$ cat config.mk
export PLATFORM = sky130hd
export DESIGN_NAME = gp_pin_decode_select
export DESIGN_NICKNAME = d
export VERILOG_FILES = /design/src/verilog/gp_pin_pkg.sv /design/src/verilog/gp_pin_unit.sv /design/src/verilog/gp_pin_decode_select.sv
export VERILOG_INCLUDE_DIRS = /design/src /design/src/verilog
export SDC_FILE = /design/constraint.sdc
export NUM_CORES = 1
export LEC_CHECK = 0
export ABC_AREA = 0
export ABC_CLOCK_PERIOD_IN_PS = 5700
export BUFFER_PORTS_ARGS = -buffer_cell sky130_fd_sc_hd__buf_2
export CAP_MARGIN = 20
export CORE_MARGIN = 5
export CORE_UTILIZATION = 51
export CTS_CLUSTER_SIZE = 16
export DETAILED_ROUTE_END_ITERATION = 12
export PLACE_DENSITY = 0.74
export SLEW_MARGIN = 20
export SYNTH_ARGS = -nofsm -noshare
export SYNTH_HDL_FRONTEND = slang
export SYNTH_HIERARCHICAL = 1
export SYNTH_SLANG_ARGS = --single-unit
$ cat constraint.sdc
create_clock -name core_clk_in -period 5.7 [get_ports core_clk_in]
set_input_delay 0.57 -clock core_clk_in [delete_from_list [all_inputs] [get_ports core_clk_in]]
set_output_delay 0.57 -clock core_clk_in [all_outputs]
set_load 0.02 [all_outputs]
$ cat src/verilog/gp_pin_cfg.svh
`ifndef GP_PIN_CFG_SVH
`define GP_PIN_CFG_SVH
// Host I/O addresses of the three configuration ports.
`define CFG_ENABLE_ADDR 11'h250
`define CFG_INDEX_ADDR 11'h251
`define CFG_DATA_ADDR 11'h252
// Value that opens the configuration ports.
`define CFG_UNLOCK_KEY 8'h89
// Register indices reached through the data port.
`define IDX_PIN_ZERO_ADDR_LOW 8'h10
`define IDX_PIN_ZERO_ADDR_HIGH_SPAN 8'h11
`define IDX_PIN_ONE_ADDR_LOW 8'h12
`define IDX_PIN_ONE_ADDR_HIGH_SPAN 8'h13
`define IDX_PIN_ZERO_MODE_CONFIG 8'h14
`define IDX_PIN_ONE_MODE_CONFIG 8'h15
`define IDX_FIRST 8'h10
`define IDX_LAST 8'h15
// Slot of the first mode register in the register array.
`define SLOT_MODE_BASE 4
// Power-on value of every register.
`define CFG_RESET_VALUE 8'h00
// Mode register field positions.
`define MODE_FIELD_MSB 7
`define MODE_FIELD_LSB 5
`define SELECT_HIGH_ACTIVE_BIT 4
`define SELECT_ON_READ_BIT 3
`define SELECT_ON_WRITE_BIT 2
`define INVERT_TO_PIN_BIT 1
`define INVERT_FROM_PIN_BIT 0
// High address register field positions.
`define SPAN_FIELD_MSB 7
`define SPAN_FIELD_LSB 6
`define ADDR_UPPER_MSB 2
`endif

$ cat src/verilog/gp_pin_pkg.sv
package gp_pin_pkg;

    // Working mode of one general-purpose pin.
    typedef enum logic [2:0] {
        MODE_TRISTATE,
        MODE_OUTPUT,
        MODE_INPUT,
        MODE_BIDIR,
        MODE_SELECT
    } pin_mode_t;

    // State of the top module apart from the reset synchroniser.
    typedef struct packed {
        logic cfg_open;
        logic [7:0] cfg_index;
        logic [5:0][7:0] regs;
        logic iow_prev;
        logic [1:0] pin_data;
        logic [1:0] pin_out;
        logic [1:0] pin_oe_b;
        logic [7:0] sd_out;
        logic sd_oe_b;
    } gp_state_t;

    // Turns the three-bit mode field into a working mode.
    function automatic pin_mode_t decode_mode(input logic [2:0] field);
        pin_mode_t m;
        m = MODE_TRISTATE;
        if (field[2])
        begin
            m = MODE_SELECT;
        end
        else
        begin
            case (field[1:0])
                2'h1: m = MODE_OUTPUT;
                2'h2: m = MODE_INPUT;
                2'h3: m = MODE_BIDIR;
                default: m = MODE_TRISTATE;
            endcase
        end
        return m;
    endfunction

endpackage

$ cat src/verilog/gp_pin_unit.sv
`timescale 1ns/1ps
`default_nettype none
`include "gp_pin_cfg.svh"
// Combinational address and strobe decode for one pin.
module gp_pin_unit
    import gp_pin_pkg::*;
(
    input wire logic [10:0] sa_in,
    input wire logic aen_in,
    input wire logic ior_b_in,
    input wire logic iow_b_in,
    input wire logic [7:0] addr_low_in,
    input wire logic [7:0] addr_high_in,
    input wire logic [7:0] mode_cfg_in,
    output logic wr_hit_out,
    output logic rd_hit_out,
    output logic select_on_out
);

    logic [10:0] match_addr; // Configured pin address.
    logic [10:0] span_mask; // Address bits that take part in the compare.
    logic match; // Bus address hits the pin address.

    // Only the lower three bits of the high register join the address.
    assign match_addr = {addr_high_in[`ADDR_UPPER_MSB:0], addr_low_in};

    // span mask
    assign span_mask = 11'h7FF << addr_high_in[`SPAN_FIELD_MSB:`SPAN_FIELD_LSB];

    // address compare
    assign match = !aen_in && (((sa_in ^ match_addr) & span_mask) == 11'h000);

    assign wr_hit_out = match && !iow_b_in;
    assign rd_hit_out = match && !ior_b_in;

    // Strobe qualification for chip-select use.
    always_comb
    begin
        // strobe qualifier
        case ({mode_cfg_in[`SELECT_ON_READ_BIT], mode_cfg_in[`SELECT_ON_WRITE_BIT]})
            2'h0: select_on_out = match;
            2'h1: select_on_out = wr_hit_out;
            2'h2: select_on_out = rd_hit_out;
            default: select_on_out = wr_hit_out || rd_hit_out;
        endcase
    end

endmodule
`default_nettype wire

$ cat src/verilog/gp_pin_decode_select.sv
// Overview of operation
// Three-bit mode field: tristate, output, input, bidirectional or chip select.
// Output mode drives host bit onto pin.
// Input mode returns pin level on read.
// Bidirectional mode latches writes, returns reads.
// Select mode asserts pin on qualified match.
// Polarity bit picks low or high assertion.
// Qualifier bits: match, write, read, either.
// Two bits invert each data direction.
// Unlock key, index, then data access.
// Registers clear to zero at power-on.
// Span field ignores low address bits.
// Address split over low and high register.
// Host data undriven unless read hits.
`timescale 1ns/1ps
`default_nettype none
`include "gp_pin_cfg.svh"
module gp_pin_decode_select
    import gp_pin_pkg::*;
(
    input wire logic core_clk_in,
    input wire logic rst_b_in,
    input wire logic [10:0] sa_in,
    input wire logic aen_in,
    input wire logic ior_b_in,
    input wire logic iow_b_in,
    input wire logic [7:0] sd_in,
    output logic [7:0] sd_out,
    output logic sd_oe_b_out,
    input wire logic gp_pin_zero_in,
    output logic gp_pin_zero_out,
    output logic gp_pin_zero_oe_b_out,
    input wire logic gp_pin_one_in,
    output logic gp_pin_one_out,
    output logic gp_pin_one_oe_b_out
);

    logic rst_meta_q; // First reset synchroniser stage.
    logic rst_n_q; // Released reset used by all logic.
    gp_state_t q; // Registered state.
    gp_state_t d; // Next state.
    logic [1:0] wr_hit; // Write hits per pin.
    logic [1:0] rd_hit; // Read hits per pin.
    logic [1:0] select_on; // Qualified select per pin.
    logic [1:0] pin_in; // Pin levels gathered for the loop.
    logic iow_fall; // Write strobe just went low.

    // Release of the reset is made synchronous so no flop sees a runt edge.
    always_ff @(posedge core_clk_in or negedge rst_b_in)
    begin
        if (!rst_b_in)
        begin
            rst_meta_q <= 1'b0;
            rst_n_q <= 1'b0;
        end
        else
        begin
            rst_meta_q <= 1'b1;
            rst_n_q <= rst_meta_q;
        end
    end

    assign pin_in = {gp_pin_one_in, gp_pin_zero_in};

    // One decoder per pin; the pins differ only in their registers.
    genvar gi;
    generate
        for (gi = 0; gi < 2; gi++)
        begin : g_pin
            // address halves
            gp_pin_unit u_unit (
                .sa_in(sa_in),
                .aen_in(aen_in),
                .ior_b_in(ior_b_in),
                .iow_b_in(iow_b_in),
                .addr_low_in(q.regs[2 * gi]),
                .addr_high_in(q.regs[2 * gi + 1]),
                .mode_cfg_in(q.regs[`SLOT_MODE_BASE + gi]),
                .wr_hit_out(wr_hit[gi]),
                .rd_hit_out(rd_hit[gi]),
                .select_on_out(select_on[gi])
            );
        end
    endgenerate

    // Configuration writes act once per strobe, so a long strobe is harmless.
    assign iow_fall = !iow_b_in && q.iow_prev;

    // Next-state logic for the whole block.
    always_comb
    begin
        pin_mode_t mode;
        logic [7:0] mcfg;
        logic [7:0] slot;
        d = q;
        mode = MODE_TRISTATE;
        mcfg = 8'h00;
        slot = q.cfg_index - `IDX_FIRST;
        d.iow_prev = iow_b_in;
        d.sd_out = 8'h00;
        d.sd_oe_b = 1'b1;
        // configuration ports
        if (iow_fall && !aen_in)
        begin
            if (sa_in == `CFG_ENABLE_ADDR)
            begin
                // Any other value closes the ports again.
                d.cfg_open = (sd_in == `CFG_UNLOCK_KEY);
            end
            else if (q.cfg_open && sa_in == `CFG_INDEX_ADDR)
            begin
                d.cfg_index = sd_in;
            end
            else if (q.cfg_open && sa_in == `CFG_DATA_ADDR &&
                     q.cfg_index >= `IDX_FIRST && q.cfg_index <= `IDX_LAST)
            begin
                d.regs[slot[2:0]] = sd_in;
            end
        end
        // configuration reads
        if (!ior_b_in && !aen_in && q.cfg_open)
        begin
            if (sa_in == `CFG_INDEX_ADDR)
            begin
                d.sd_out = q.cfg_index;
                d.sd_oe_b = 1'b0;
            end
            else if (sa_in == `CFG_DATA_ADDR)
            begin
                // Unmapped indices read as zero.
                if (q.cfg_index >= `IDX_FIRST && q.cfg_index <= `IDX_LAST)
                begin
                    d.sd_out = q.regs[slot[2:0]];
                end
                d.sd_oe_b = 1'b0;
            end
        end
        for (int i = 0; i < 2; i++)
        begin
            mcfg = q.regs[`SLOT_MODE_BASE + i];
            // mode decode
            mode = decode_mode(mcfg[`MODE_FIELD_MSB:`MODE_FIELD_LSB]);
            // write latch
            if ((mode == MODE_OUTPUT || mode == MODE_BIDIR) && wr_hit[i])
            begin
                d.pin_data[i] = sd_in[0];
            end
            case (mode)
                MODE_SELECT:
                begin
                    // select level
                    d.pin_out[i] = select_on[i] ? mcfg[`SELECT_HIGH_ACTIVE_BIT] :
                                   !mcfg[`SELECT_HIGH_ACTIVE_BIT];
                    d.pin_oe_b[i] = 1'b0;
                end
                MODE_OUTPUT, MODE_BIDIR:
                begin
                    // invert to pin
                    d.pin_out[i] = d.pin_data[i] ^ mcfg[`INVERT_TO_PIN_BIT];
                    d.pin_oe_b[i] = 1'b0;
                end
                default:
                begin
                    // Tristate and input modes leave the pin to the peripheral.
                    d.pin_out[i] = 1'b0;
                    d.pin_oe_b[i] = 1'b1;
                end
            endcase
            // pin read
            if ((mode == MODE_INPUT || mode == MODE_BIDIR) && rd_hit[i])
            begin
                // invert from pin
                d.sd_out = {7'h00, pin_in[i] ^ mcfg[`INVERT_FROM_PIN_BIT]};
                d.sd_oe_b = 1'b0;
            end
        end
    end

    // State register; every field has a reset value.
    always_ff @(posedge core_clk_in or negedge rst_n_q)
    begin
        if (!rst_n_q)
        begin
            q.cfg_open <= 1'b0;
            q.cfg_index <= 8'h00;
            // power-on clear
            q.regs <= {6{`CFG_RESET_VALUE}};
            q.iow_prev <= 1'b1;
            q.pin_data <= 2'h0;
            q.pin_out <= 2'h0;
            q.pin_oe_b <= 2'h3;
            q.sd_out <= 8'h00;
            q.sd_oe_b <= 1'b1;
        end
        else
        begin
            q <= d;
        end
    end

    assign sd_out = q.sd_out;
    assign sd_oe_b_out = q.sd_oe_b;
    assign gp_pin_zero_out = q.pin_out[0];
    assign gp_pin_zero_oe_b_out = q.pin_oe_b[0];
    assign gp_pin_one_out = q.pin_out[1];
    assign gp_pin_one_oe_b_out = q.pin_oe_b[1];

    // Checks on pin one, whose mode register sits in slot five, and on unlock, reset and bus idle.
    logic [7:0] m1; // Pin one mode register.
    assign m1 = q.regs[`SLOT_MODE_BASE + 1];
endmodule
`default_nettype wire

# ---- Yosys cells after proc, flatten, opt, wreduce, memory -nomap -nowiden
# Index checks and enable logic that the tools add are counted.
dict set report op_classes {
  muxes 25
  mul 0
  n_addsub 1
  div 0
  reduce_logical 42
  magnitude_cmp 4
  shift 2
  eq_ne 22
  bitwise 10
}
# op n
set op_table {}
lappend op_table {{bitwise mux 48 bit} 1}
lappend op_table {{two-way mux 9 bit} 5}
lappend op_table {{== test 11 x 10 -> 1 bit (second input constant)} 3}
lappend op_table {{binary-select mux 8 bit (select 3 bit)} 1}
lappend op_table {{demux 8 bit (select 3 bit)} 1}
lappend op_table {{two-way mux 8 bit} 3}
lappend op_table {{bitwise AND 11 bit} 2}
lappend op_table {{zero test 11 bit} 2}
lappend op_table {{left shift 11 x 2 -> 11 bit (first input constant)} 2}
lappend op_table {{XOR 11 bit} 2}
lappend op_table {{logical AND 1 bit} 20}
lappend op_table {{== test 2 bit (second input constant)} 6}
lappend op_table {{== test 3 x 2 -> 1 bit (second input constant)} 4}
lappend op_table {{one-hot mux 2 bit (3 select lines)} 2}
lappend op_table {{== test 2 x 1 -> 1 bit (second input constant)} 4}
lappend op_table {{== test 8 bit (second input constant)} 1}
lappend op_table {{greater-or-equal comparator 8 x 5 -> 1 bit (second input constant)} 1}
lappend op_table {{less-or-equal comparator 8 x 5 -> 1 bit (second input constant)} 1}
lappend op_table {{== test 3 x 1 -> 1 bit (second input constant)} 2}
lappend op_table {{== test 3 bit (second input constant)} 2}
lappend op_table {{logical OR 1 bit} 6}
lappend op_table {{two-way mux 1 bit} 6}
lappend op_table {{two-way mux 3 bit} 2}
lappend op_table {{one-hot mux 1 bit (3 select lines)} 2}
lappend op_table {{other kinds (13)} 25}
dict set report totals {
  elab_cells 122
  in_bits 26
  romBits 0
  latchBits 0
  out_inout_bits 13
  reg_bits 75
  mem_count 0
  ramBits 0
}

# ---- Depth between registers and ports, before layout
dict set report depth {
  ltp_word 9
  depth_mapped 9
}

# ---- Modules after synthesis
# The synthesis kept the hierarchy.
# mod area_each_um2 cells_per_inst seq_area_each_um2 instances
set modules_own_cells {}
lappend modules_own_cells {gp_pin_decode_select 3583.4 289 1881.8 1}
lappend modules_own_cells {gp_pin_unit 190.2 24 0.0 2}

# ---- Worst setup path before layout
# No wires, ideal clock.
dict set report synth_timing {
  path_type {input to register}
  from {in sa_in[7]}
  to {reg q[41] in the netlist's numbering}
  cell_stages 6
  required_time_ns 5.575
  t_arrival_ns 2.540
  path_slack_ns 3.035
  path_cell_list {or4b_4 -> or4b_4 -> nor4_2 -> and3_1 -> buf_4 -> mux2_2}
}
dict set report synth_via {
  elab_chain_len 5
  elab_cells_between_ends 10
  cone_classes {eq/ne (3); bitwise (2); reduce/logical (5)}
}
# element line
set synth_lines {}
lappend synth_lines {{from (decl)} gp_pin_decode_select.sv:23} ;# input wire logic [10:0] sa_in,
lappend synth_lines {{== test 11 x 10 -> 1 bit (no line)} --}
lappend synth_lines {{logical AND 1 bit (no line) (3 in a row)} --}
lappend synth_lines {{AND reduction 4 bit (no line) (*)} --}
lappend synth_lines {{to (decl)} gp_pin_decode_select.sv:40} ;# gp_state_t q;
# Every way passes the cells marked *; elsewhere a longest branch is shown, timed or not.
# A chain may end at the register's enable or synchronous reset.

# ---- Worst setup path after layout
# Same ends and word-level chain as after synthesis.

==> flow_metrics.env <==
export IMPL_status="complete, no violations"
export IMPL_drt_wirelength_per_cell_um=20.6
export IMPL_dpl_cell_area_mm2=0.00418
export IMPL_syn_avg_cell_area_um2=11.8
export IMPL_grt_ovfl_total=0
export IMPL_grt_start_max_net_pins=74
export IMPL_drv_cap=0
export IMPL_gp_congestion=0.940
export IMPL_hold_viol_final=0
export IMPL_ys_warn_count=6
export IMPL_crit_type="input port to flop"
export IMPL_cts_buffers=9
export IMPL_synth_top_cell_by_area="dfrtp_1"
export IMPL_rsz0062_at_grt="false"
export IMPL_cts_setup_buffers=0
export IMPL_power_density_mw_per_mm2=228
export IMPL_required_ns=5.94
export IMPL_num_nets_final=395
export IMPL_combPwrFrac_pct=5.2
export IMPL_synth_edff_count=0
export IMPL_final_layout_size_suffix_gt1_share_pct=34.2
export IMPL_p_leak_nw=2.06
export IMPL_internal_power_mw=0.766
export IMPL_clk_pin_slew_worst_paths_ns=0.08
export IMPL_finalInstanceArea_mm2=0.00440
export IMPL_slew_headroom_pct=38.4
export IMPL_synth_top_cell_area_share_pct=44.8
export IMPL_antenna_found_initial=0
export IMPL_swShare_pct=23.6
export IMPL_dr_pass1_iters=5
export IMPL_vias=2895
export IMPL_clock_fmax_ghz=0.368
export IMPL_synth_cells=337
export IMPL_top_layer="met4"
export IMPL_htreeDepth=3
export IMPL_synth_nets=363
export IMPL_fin_skew_ns=0.0121
export IMPL_setup_viol=0
export IMPL_ir_drop_uv=195
export IMPL_fin_crit_sh_pct=47.7
export IMPL_fill_cells=648
export IMPL_initial_utilization_pct=51.8
export IMPL_clk_latency_ns=0.35
export IMPL_drc=0
export IMPL_cts_root_buf="clkbuf_8"
export IMPL_drt_iter0_markers=267
export IMPL_io_pins=39
export IMPL_vias_per_cell=6.08
export IMPL_hpwl_mm=6.94
export IMPL_num_rows=32
export IMPL_start_kind="input port"
export IMPL_antennaDiodeCount=0
export IMPL_power_mw=1.00
export IMPL_synth_cell_type_count=52
export IMPL_area_delta_synth_final_pct=11.1
export IMPL_hold_class="flop to flop"
export IMPL_multiInputGateArea_mm2=0.00196
export IMPL_netlist_area_mm2=0.00396
export IMPL_final_seq_area_mm2=0.00188
export IMPL_fin_crit_ns=2.72
export IMPL_ant_nets=0
export IMPL_p_sw_mw=0.236
export IMPL_end_kind="flop"
export IMPL_dr_wl_met2_mm=4.44
export IMPL_grt_usage_pct=21.3
export IMPL_totalWireLength_mm=9.83
export IMPL_worst_pin_slew_ns=0.924
export IMPL_grt_pass1_wl_mm=15.9
export IMPL_cts_sinks=75
export IMPL_core_area_mm2=0.00765
export IMPL_m1WireLength_mm=4.40
export IMPL_cts_tree="yes"
export IMPL_slew_violations=0
export IMPL_synthTopCellsByArea="dfrtp_1 45%, mux2_2 15%, xnor2_1 3.3%"
export IMPL_cp_data_arrival_time_ns=2.96
export IMPL_die_area_mm2=0.00964
export IMPL_die_x_um=98.2
export IMPL_wl_met3_um=771
export IMPL_grt_pass1_vias=2884
export IMPL_ys_flop_type="dfrtp_1"
export IMPL_synth_seq_area_share_pct=47.5
export IMPL_crit_fanout=8
export IMPL_synthArstFlopShare_pct=100
export IMPL_ys_seq_elements=75
export IMPL_portBuffers=38
export IMPL_clock_power_share_pct=41.6
export IMPL_power_share_sequential_pct=53.2
export IMPL_tns_ns=0
export IMPL_ctsLongestPathBuffers=2
export IMPL_die_h_um=98.2
cells by family (layout without fill, tap and decap cells):
kind of cell	Yosys count	count (layout)	synth area share [%]
muxes	71	71	20.1
AOI/OAI and AO/OA	44	44	7.45
xor gates and xnor gates	29	29	6.41
other	1	1	0.0946
DFF	75	75	47.5
and+or+nand+nor	92	92	15.2
buffers and inverters	25	62	3.35
timing repair:
action / in CTS / in global routing
hold buffers: 1 / 0
resized for setup: 0 / 0
endpoints found under the hold margin: 2 / 0
flip-flops by register name, indices dropped and copies added (netlist names):
signal,cells
gp_pin_zero_out,1
q,52
rst_meta_q,1
gp_pin_zero_oe_b_out,1
sd_oe_b_out,1
gp_pin_one_oe_b_out,1
sd_out,8
gp_pin_one_out,1
m1,8
rst_n_q,1
power groups by stage:
stage	Sequential (mW)	Combinational, mW	Clock, mW
after detailed placement	0.544	0.0510	0
after CTS	0.533	0.0518	0.427
final	0.533	0.0519	0.417
after global routing	0.533	0.0572	0.454
after floorplan	0.551	0.0147	0
after global placement	0.544	0.0500	0
worst max-delay path: stages:
cell	delay (ns)
buf_2	0.13
or4b_4	0.58
or4b_4	0.58
nor4_2	0.26
and3_1	0.45
mux2_2	0.38
final timing paths:
| kind | cells after the start | slack, ns | startpoint | to |
|---|---|---|---|---|
| worst max-delay path | 6 | 2.98 | sa_in[7] | q[41] |
| worst min-delay path | 0 | 0.36 | rst_meta_q | rst_n_q |
| worst max register to register | 5 | 3.01 | q[66] | q[41] |
| worst min register to register | 0 | 0.36 | rst_meta_q | rst_n_q |
| max in group asynchronous | 1 | 4.61 | rst_n_q | q[33] |
| min in group asynchronous | 1 | 0.46 | rst_n_q | q[67] |
per-layer routing:
layer	vias to the layer above	GRT usage [%]
met5	-	0
met4	0	7.14
met3	19	6.07
met2	120	31.3
met1	1468	30.5
li1	1288	-
final cells by class:
class                      instances  area share, %
clock inverter                     5           1.39
timing repair buffer              41           4.89
multi-input combinational        237           44.4
clock buffer                      11           3.21
sequential                        75           42.8
tap                              102           2.90
inverter                           5          0.426
cell usage after synthesis, types with 2 or more instances:
cell / instances
o21ai_0: 6
buf_4: 10
or4b_4: 2
dfstp_2: 4
xor2_1: 14
o2111ai_1: 4
clkbuf_1: 9
nor4b_1: 2
nand4_1: 3
a22o_1: 2
dfrtp_1: 71
nand2_1: 17
mux2_2: 53
nor2b_1: 4
mux2_1: 5
a21oi_1: 12
nor3b_2: 4
or4_4: 2
nor3b_1: 4
nor2_1: 21
a32oi_1: 4
o22ai_1: 3
mux2i_1: 12
inv_1: 5
nor3_1: 5
o211ai_1: 2
a211o_1: 3
nand2b_1: 4
a31oi_1: 4
xnor2_1: 15
nor4_1: 7
nand3_1: 4
through the flow:
step	hold WS, ns	utilization (%)	setup slack (ns)	cells
6_report	0.359	57.6	2.98	476
4_1_cts	0.363	57.5	3.02	476
2_1_floorplan	0.274	-	3.04	337
3_3_place_gp	0.338	54.7	2.68	459
5_1_grt	0.365	57.6	2.87	476
3_5_place_dp	0.344	54.7	2.65	459
layout by cell type, fill, tap and decap left out, types with 3 or more instances in the layout:
master,synthesis,final
clkbuf_8,0,10
inv_1,5,5
nand4_1,3,3
nor3b_2,4,4
dfstp_2,4,4
a32oi_1,4,4
xor2_1,14,14
mux2_1,5,5
nor4_1,7,6
o2111ai_1,4,4
o21ai_0,6,6
nand3_1,4,4
dfrtp_1,71,70
a21oi_1,12,12
a211o_1,3,3
a31oi_1,4,4
buf_2,1,38
mux2_2,53,53
xnor2_1,15,15
nand2_1,17,17
o22ai_1,3,3
nor3_1,5,5
nor2_1,21,21
nor3b_1,4,4
nand2b_1,4,4
nor2b_1,4,4
mux2i_1,12,12
Power figures use the tool's default switching activity.
